--- src/rtl/sys_param_consts.vh ---
// Constants for the system parameter page: parameter numbers, byte layouts, timing.
// Assumes a single 25 MHz system clock and a synchronous active-high reset.
// Behaviour
// - Banks 0-1 non-wakeup, banks 2-3 wakeup sensors.
// - Parameter 1 non-wakeup meta, 29 wakeup meta.
// - Parameters 3-6 status banks, read only; 30 timestamps.
// - Eight bytes, two bits per event, enable upper.
// - Enabled meta event queued; interrupt if enabled.
// - Watermark byte count raises interrupt; zero disables.
// - Watermark above capacity treated as capacity.
// - Zero-latency sample interrupts while host active.
// - Watermark governs only in batched or suspended case.
// - FIFO control byte layout, low byte first.
// - Watermarks read/write, sizes read only.
// - Sixteen bytes per bank, type 16b+i+1; the page returns only bytes 0-7 of each bank.
// - Status bits zero to four are error flags.
// - Status bits five to seven hold power mode.
// - Timestamp bytes 0-3 capture at host interrupt.
// - Timestamp bytes 4-7 current time, read only.
// - Captured timestamp readable from direct register window.
// - Parameters exchanged through a handshaked mailbox.
`ifndef SYS_PARAM_CONSTS_VH
`define SYS_PARAM_CONSTS_VH
`define PAR_META_NWK 7'h01
`define PAR_FIFO_CTL 7'h02
`define PAR_BANK0 7'h03
`define PAR_BANK3 7'h06
`define PAR_META_WK 7'h1d
`define PAR_TSTAMP 7'h1e
`define PAR_BYTES 4'h8
`define BANK_BYTES 5'h10
`define REG_WIN_TS0 8'h6c
`define REG_WIN_TS3 8'h6f
`define REG_PAR_NUM 8'h00
`define REG_PAR_DIR 8'h01
`define REG_PAR_REQ 8'h02
`define REG_PAR_ACK 8'h03
`define REG_PAR_IDX 8'h04
`define REG_PAR_DATA 8'h05
`define TICK_HZ 32000
`define CLK_HZ 25000000
`endif

--- src/rtl/ts_tick.v ---
// Timebase divider producing one tick per 1/32000 s and the running system time.
// Assumes it runs on the system clock; the fractional rate is kept exact by accumulation.
`timescale 1ns/1ps
`default_nettype none
`include "sys_param_consts.vh"
module ts_tick
(
    // Clock and reset.
    input wire mclk,
    input wire rst,
    // System time.
    output reg [31:0] sysTime_r
);
    reg [31:0] acc_r;
    wire [32:0] accSum = {1'b0, acc_r} + `TICK_HZ;
    // A rate accumulator avoids the drift a rounded integer divider would add.
    always @(posedge mclk)
    begin
        if (rst)
        begin
            acc_r <= 32'h0;
            sysTime_r <= 32'h0;
        end
        else if (accSum >= `CLK_HZ)
        begin
            acc_r <= accSum[31:0] - `CLK_HZ;
            sysTime_r <= sysTime_r + 32'h1;
        end
        else
        begin
            acc_r <= accSum[31:0];
        end
    end
endmodule // ts_tick
`default_nettype wire

--- src/rtl/system_parameter_page.v ---
// System parameter page: meta-event control, FIFO watermarks, status banks, timestamps, host interrupt.
// Assumes registers on a plain strobe port, read data one cycle after the read strobe.
//
// Decided for this implementation: the address map and the strobed register port.
`timescale 1ns/1ps
`default_nettype none
`include "sys_param_consts.vh"
module system_parameter_page
#(
    parameter WK_FIFO_SIZE = 16'h0800,
    parameter NWK_FIFO_SIZE = 16'h0800
)
(
    // Clock and reset.
    input wire mclk,
    input wire rst,
    // Register port.
    input wire [7:0] regAddr,
    input wire [7:0] regWdata,
    input wire regWr,
    input wire regRd,
    output reg [7:0] regRdata_r,
    // Sensor status bytes, 64 sensors, sensor type t at bits 8*(t-1).
    input wire [511:0] sensorStatus,
    // Meta events: pulse per event, bit k is event k+1.
    input wire [31:0] metaEvtNwk,
    input wire [31:0] metaEvtWk,
    // FIFO fill levels in bytes.
    input wire [15:0] wkFifoLevel,
    input wire [15:0] nwkFifoLevel,
    // Sample and suspend context.
    input wire sampleZeroLat,
    input wire wakeupEvent,
    input wire host_suspended_flag,
    // Meta-event push towards the output FIFOs.
    output reg [31:0] metaPushNwk_r,
    output reg [31:0] metaPushWk_r,
    // Host interrupt.
    output reg hostIrq_r
);
    reg [6:0] parNum_r;
    reg parDir_r;
    reg parAck_r;
    reg [2:0] parIdx_r;
    reg [63:0] wrBuf_r;
    reg [63:0] rdBuf_r;
    reg [63:0] metaNwk_r;
    reg [63:0] metaWk_r;
    reg [15:0] wmWk_r;
    reg [15:0] wmNwk_r;
    reg [31:0] irqTime_r;
    reg [7:0] rdNxt;
    reg [63:0] pageVal;
    reg [31:0] enNwk, ieNwk, enWk, ieWk;
    reg irqMeta;
    wire [31:0] sysTime;
    integer k;

    ts_tick tick
    (
        .mclk(mclk),
        .rst(rst),
        .sysTime_r(sysTime)
    );

    // Clamps the watermark to capacity before comparing against the level.
    function wmHit;
        input [15:0] wm;
        input [15:0] cap;
        input [15:0] lvl;
        begin
            if (wm == 16'h0)
                wmHit = 1'b0;
            else if (wm > cap)
                wmHit = (lvl >= cap);
            else
                wmHit = (lvl >= wm);
        end
    endfunction

    // Selects one 8-byte status slice; banks 0-1 carry non-wakeup sensors, 2-3 wakeup.
    function [63:0] bankHalf;
        input [511:0] st;
        input [1:0] bank;
        input half;
        begin
            bankHalf = st[{bank, half, 6'h0} +: 64];
        end
    endfunction

    always @*
    begin
        for (k = 0; k < 32; k = k + 1)
        begin
            enNwk[k] = metaNwk_r[2 * k + 1];
            ieNwk[k] = metaNwk_r[2 * k];
            enWk[k] = metaWk_r[2 * k + 1];
            ieWk[k] = metaWk_r[2 * k];
        end
        irqMeta = |((metaEvtNwk & enNwk & ieNwk) | (metaEvtWk & enWk & ieWk));
    end

    // Page contents for a parameter read; byte 0 in bits 7:0.
    always @*
    begin
        pageVal = 64'h0;
        if (parNum_r == `PAR_META_NWK)
            pageVal = metaNwk_r;
        else if (parNum_r == `PAR_META_WK)
            pageVal = metaWk_r;
        else if (parNum_r == `PAR_FIFO_CTL)
            pageVal = {NWK_FIFO_SIZE[15:0], wmNwk_r, WK_FIFO_SIZE[15:0], wmWk_r};
        else if (parNum_r == `PAR_TSTAMP)
            pageVal = {sysTime, irqTime_r};
        else if (parNum_r >= `PAR_BANK0 && parNum_r <= `PAR_BANK3)
            pageVal = bankHalf(sensorStatus, parNum_r[1:0] - 2'h3, 1'b0);
    end

    wire irqCause = irqMeta
        | (sampleZeroLat & ~host_suspended_flag)
        | (wakeupEvent)
        | ((host_suspended_flag | ~sampleZeroLat) & ~wakeupEvent
           & (wmHit(wmWk_r, WK_FIFO_SIZE[15:0], wkFifoLevel) | wmHit(wmNwk_r, NWK_FIFO_SIZE[15:0], nwkFifoLevel)));

    always @(posedge mclk)
    begin
        if (rst)
        begin
            hostIrq_r <= 1'b0;
            irqTime_r <= 32'h0;
            metaPushNwk_r <= 32'h0;
            metaPushWk_r <= 32'h0;
        end
        else
        begin
            hostIrq_r <= irqCause;
            if (irqCause && !hostIrq_r)
                irqTime_r <= sysTime;
            metaPushNwk_r <= metaEvtNwk & enNwk;
            metaPushWk_r <= metaEvtWk & enWk;
        end
    end

    // Mailbox: host sets number, direction and buffer, then writes request; ack reports completion.
    always @(posedge mclk)
    begin
        if (rst)
        begin
            parNum_r <= 7'h0;
            parDir_r <= 1'b0;
            parAck_r <= 1'b0;
            parIdx_r <= 3'h0;
            wrBuf_r <= 64'h0;
            rdBuf_r <= 64'h0;
            metaNwk_r <= 64'h0;
            metaWk_r <= 64'h0;
            wmWk_r <= 16'h0;
            wmNwk_r <= 16'h0;
        end
        else if (regWr)
        begin
            case (regAddr)
                `REG_PAR_NUM:
                begin
                    parNum_r <= regWdata[6:0];
                    parAck_r <= 1'b0;
                end
                `REG_PAR_DIR:
                    parDir_r <= regWdata[0];
                `REG_PAR_IDX:
                    parIdx_r <= regWdata[2:0];
                `REG_PAR_DATA:
                begin
                    wrBuf_r[{parIdx_r, 3'h0} +: 8] <= regWdata;
                    parIdx_r <= parIdx_r + 3'h1;
                end
                `REG_PAR_REQ:
                begin
                    parAck_r <= 1'b1;
                    parIdx_r <= 3'h0;
                    if (!parDir_r)
                        rdBuf_r <= pageVal;
                    else if (parNum_r == `PAR_META_NWK)
                        metaNwk_r <= wrBuf_r;
                    else if (parNum_r == `PAR_META_WK)
                        metaWk_r <= wrBuf_r;
                    else if (parNum_r == `PAR_FIFO_CTL)
                    begin
                        wmWk_r <= wrBuf_r[15:0];
                        wmNwk_r <= wrBuf_r[47:32];
                    end
                end
                default:
                    parAck_r <= parAck_r;
            endcase
        end
        else if (regRd && regAddr == `REG_PAR_DATA)
        begin
            parIdx_r <= parIdx_r + 3'h1;
        end
    end

    always @*
    begin
        rdNxt = 8'h0;
        case (regAddr)
            `REG_PAR_NUM: rdNxt = {1'b0, parNum_r};
            `REG_PAR_DIR: rdNxt = {7'h0, parDir_r};
            `REG_PAR_ACK: rdNxt = {7'h0, parAck_r};
            `REG_PAR_IDX: rdNxt = {5'h0, parIdx_r};
            `REG_PAR_DATA: rdNxt = rdBuf_r[{parIdx_r, 3'h0} +: 8];
            default:
            begin
                if (regAddr >= `REG_WIN_TS0 && regAddr <= `REG_WIN_TS3)
                    rdNxt = irqTime_r[{regAddr[1:0], 3'h0} +: 8];
            end
        endcase
    end

    always @(posedge mclk)
    begin
        if (rst)
            regRdata_r <= 8'h0;
        else if (regRd)
            regRdata_r <= rdNxt;
        else
            regRdata_r <= 8'h0;
    end
endmodule // system_parameter_page
`default_nettype wire

--- config.mk ---
export PLATFORM = sky130hd
export DESIGN_NAME = system_parameter_page
export DESIGN_NICKNAME = d
export VERILOG_FILES = /design/src/rtl/ts_tick.v /design/src/rtl/system_parameter_page.v
export VERILOG_INCLUDE_DIRS = /design/src /design/src/rtl
export SDC_FILE = /design/constraint.sdc
export NUM_CORES = 1
export LEC_CHECK = 0
export ABC_AREA = 1
export BUFFER_PORTS_ARGS = -buffer_cell sky130_fd_sc_hd__buf_2
export CAP_MARGIN = 30
export CORE_AREA = 4 4 272 274
export CTS_CLUSTER_DIAMETER = 120
export CTS_CLUSTER_SIZE = 30
export DETAILED_ROUTE_END_ITERATION = 6
export DIE_AREA = 0 0 276 278
export GPL_ROUTABILITY_DRIVEN = 0
export PLACE_DENSITY = 0.56
export RECOVER_POWER = 50
export SYNTH_ARGS = -nofsm -noshare
export SYNTH_HDL_FRONTEND = slang
export SYNTH_HIERARCHICAL = 1
export SYNTH_SLANG_ARGS = --single-unit
--- constraint.sdc ---
create_clock -name mclk -period 7.45 [get_ports mclk]
set_clock_uncertainty 0.05 [all_clocks]
set_input_delay 0.745 -clock mclk [delete_from_list [all_inputs] [get_ports mclk]]
set_output_delay 0.745 -clock mclk [all_outputs]
set_load 0.05 [all_outputs]
==> impl_metrics.tcl <==
set metrics [dict create \
    outcome "finished with violations" \
    violations "capacitance limit, slew limit" \
    synthDominantCellAreaShare_pct 37.9 \
    p_total_mw 5.28 \
    post-dp-hpwl_mm 84.4 \
    drv_cap 6 \
    tightestPinTransition_ns 4.05 \
    synth_edf_count 0 \
    path_max_fanout 92 \
    first_iter_violations 2758 \
    ys_warn_count 6 \
    p_leak_nw 10.8 \
    drive_above_1_share_pct 12.3 \
    die_width_um 276 \
    slew_headroom_pct -170 \
    crit_top_cell "inv_1" \
    routed_wl_mm 111 \
    setup_viol_count_final 0 \
    cts_hold_buf 0 \
    drc 0 \
    layoutNonFillerInstCount 4823 \
    clk_latency_ns 0.60 \
    fin_util_pct 38.7 \
    cts_max_level 1 \
    antenna_found_initial 23 \
    io_pins 704 \
    cts.path.max_buffers 3 \
    core_um2 71400 \
    dieHeight_um 278 \
    detail_route.first_pass.iterations 6 \
    first_global_vias 24000 \
    clock_sinks 463 \
    cp.required_ns 7.84 \
    rr_worst_depth 11 \
    ir_drop_v 0.000184 \
    root_buffer "clkbuf_16" \
    synth-main-ff-cell "dfxtp_1" \
    grt_pass1_wl_mm 159 \
    synth_nets 4275 \
    synth_cell_type_count 49 \
    grt_usage_pct 27.0 \
    arrival_ns 6.16 \
    fillers 7951 \
    die-area_um2 76700 \
    numCtsBuffers 19 \
    multi_input_area_um2 12900 \
    maxSlewViolCount 416 \
    crit_end "metaNwk_r[55]$_SDFFE_PP0P_" \
    worstPathCellList "ha_1, inv_1, nor3_1, clkbuf_1, inv_1, nor2_4, buf_4, buf_16, inv_2, o21ai_0, a21oi_1" \
    cts_resized 0 \
    worstReg2RegStart "parNum_r[0]$_SDFFE_PP0P_" \
    startpoint_type "register" \
    reg2reg_to "metaNwk_r[55]$_SDFFE_PP0P_" \
    min_path_type "in2reg" \
    viasPerCell 5.46 \
    pwr_density_cell_nw_per_um2 191 \
    wl_per_cell_um 22.9 \
    syn_area_per_cell_um2 6.78 \
    whs_ns 0.344 \
    hold_path_depth 3 \
    tns_ns 0 \
    layout.nets 4539 \
    final-seq-area_um2 9270 \
    crit_path_max_incr_delay_ns 2.57 \
    netlist_area_um2 24400 \
    overflow 0 \
    cp-end-kind "register" \
    critPathSlowestCell "clkbuf_1" \
    synth_common_cells "586 x nand2_1, 487 x o21ai_0, 463 x dfxtp_1" \
    seq_area_frac_synth_pct 37.9 \
    syn_inst 3602 \
    rsz0062_at_grt "no" \
    start_util_pct 34.2 \
    areaGrowthSynthToFinish_pct 13.0 \
    rrSetupSlack_ns 1.68 \
    io_buffers 447 \
    cts.reportedPaths.clkPinSlew_ns 0.12 \
    placed_cells 4793 \
    vias 26400 \
    cp-startpoint "parNum_r[0]$_SDFFE_PP0P_" \
    yosysMostFrequentCell "nand2_1" \
    ys_ff_latch 463 \
    finalHoldViolCount 0 \
    maxClockFrequency_mhz 173 \
    ant_nets 0 \
    grt_max_degree 119 \
    cts_setup_buffers 0 \
    synth-async-reset-ratio_pct 0 \
    critical_path_class "reg2reg" \
    yosysTopAreaCell "dfxtp_1" \
    finalCritPeriodShare_pct 77.4 \
    cts_tree "built" \
    synth_area_leaders "dfxtp_1 38%, o21ai_0 10%, nand2_1 9.0%" \
    min_period_ns 5.77 \
    row_count 98 \
]
critical path, delay by kind of cell (launching register included):
kind	cells	cell delay [ns]
buffers and inverters	6	3.82
AND/OR/NAND/NOR	2	0.42
flip-flops	1	0.69
adder cells (fa/ha/maj)	1	0.24
AO/OA/AOI/OAI	2	0.36
power breakdown:
part | total [mW] | internal, mW | switching [mW]
Clock | 1.33 | 0.477 | 0.852
Sequential | 2.63 | 2.55 | 0.0771
Combinational | 1.32 | 0.416 | 0.904
final cells by class:
cell class	count	area share, %
multi-input combinational	2551	46.7
sequential	463	33.6
timing repair buffer	476	8.64
inverter	355	4.85
tap	950	4.31
clock buffer	20	1.74
clock inverter	3	0.109
antenna	5	0.0453
how the worst min path moves through the flow:
stage / slack (ns) / end / from
after floorplan: 0.38 / metaPushNwk_r[10]$_SDFF_PP0_ / metaNwk_r[21]$_SDFFE_PP0P_
final: 0.34 / metaPushNwk_r[1]$_SDFF_PP0_ / metaEvtNwk[1]
after CTS: 0.32 / metaPushNwk_r[1]$_SDFF_PP0_ / metaEvtNwk[1]
after detailed placement: 0.41 / metaWk_r[50]$_SDFFE_PP0P_ / metaWk_r[50]$_SDFFE_PP0P_
after global routing: 0.34 / metaPushNwk_r[25]$_SDFF_PP0_ / metaEvtNwk[25]
after global placement: 0.41 / metaWk_r[11]$_SDFFE_PP0P_ / metaWk_r[11]$_SDFFE_PP0P_
routing by layer:
metal	GRT usage (%)	up-vias	share of wire, %
met3	3.83	132	7.5
met1	38.1	12500	44
met4	8.35	16	3.5
met5	0	-	0.10
li1	-	12700	-
met2	42.8	1090	44
logic make-up (layout without fill, tap and decap cells):
kind of cell / after synthesis / count (layout) / share of synthesized area (%)
compound gates: 1107 / 1107 / 25.3
other cells: 0 / 5 / 0
xor+xnor: 50 / 50 / 1.79
buf+inv: 588 / 854 / 9.42
simple gates: 1352 / 1352 / 23.4
fa+ha+maj: 42 / 42 / 2.15
flops: 463 / 463 / 37.9
state kept, by name (all words and copies together), names as in the netlist, 8 cells and up:
name / cells
metaWk_r: 64
irqTime_r: 32
wrBuf_r: 64
metaPushNwk_r: 32
regRdata_r: 8
tick/acc_r: 26
metaPushWk_r: 32
metaNwk_r: 64
tick/sysTime_r: 32
wmWk_r: 16
rdBuf_r: 64
wmNwk_r: 16
cells in the final DEF, fill, tap and decap left out, drive strengths merged, types with 9 or more instances in the layout:
master  instances
buf           396
nor3           38
xnor2          17
o22ai          87
nor2          464
a211oi         25
dfxtp         463
nor4           10
nand2         594
o21ai         488
nand4          79
clkbuf        100
xor2           33
a31oi           9
a221oi         36
o211ai         57
a21oi         370
nand3         158
a41oi           9
inv           353
a22oi          12
ha             42
metrics by stage:
step	setup WS, ns	area [µm²]
6_report	1.68	27600
5_1_grt	1.36	27600
4_1_cts	3.12	27700
3_5_place_dp	3.17	27200
3_3_place_gp	3.24	27200
2_1_floorplan	4.72	24400
Power figures use the tool's default switching activity.
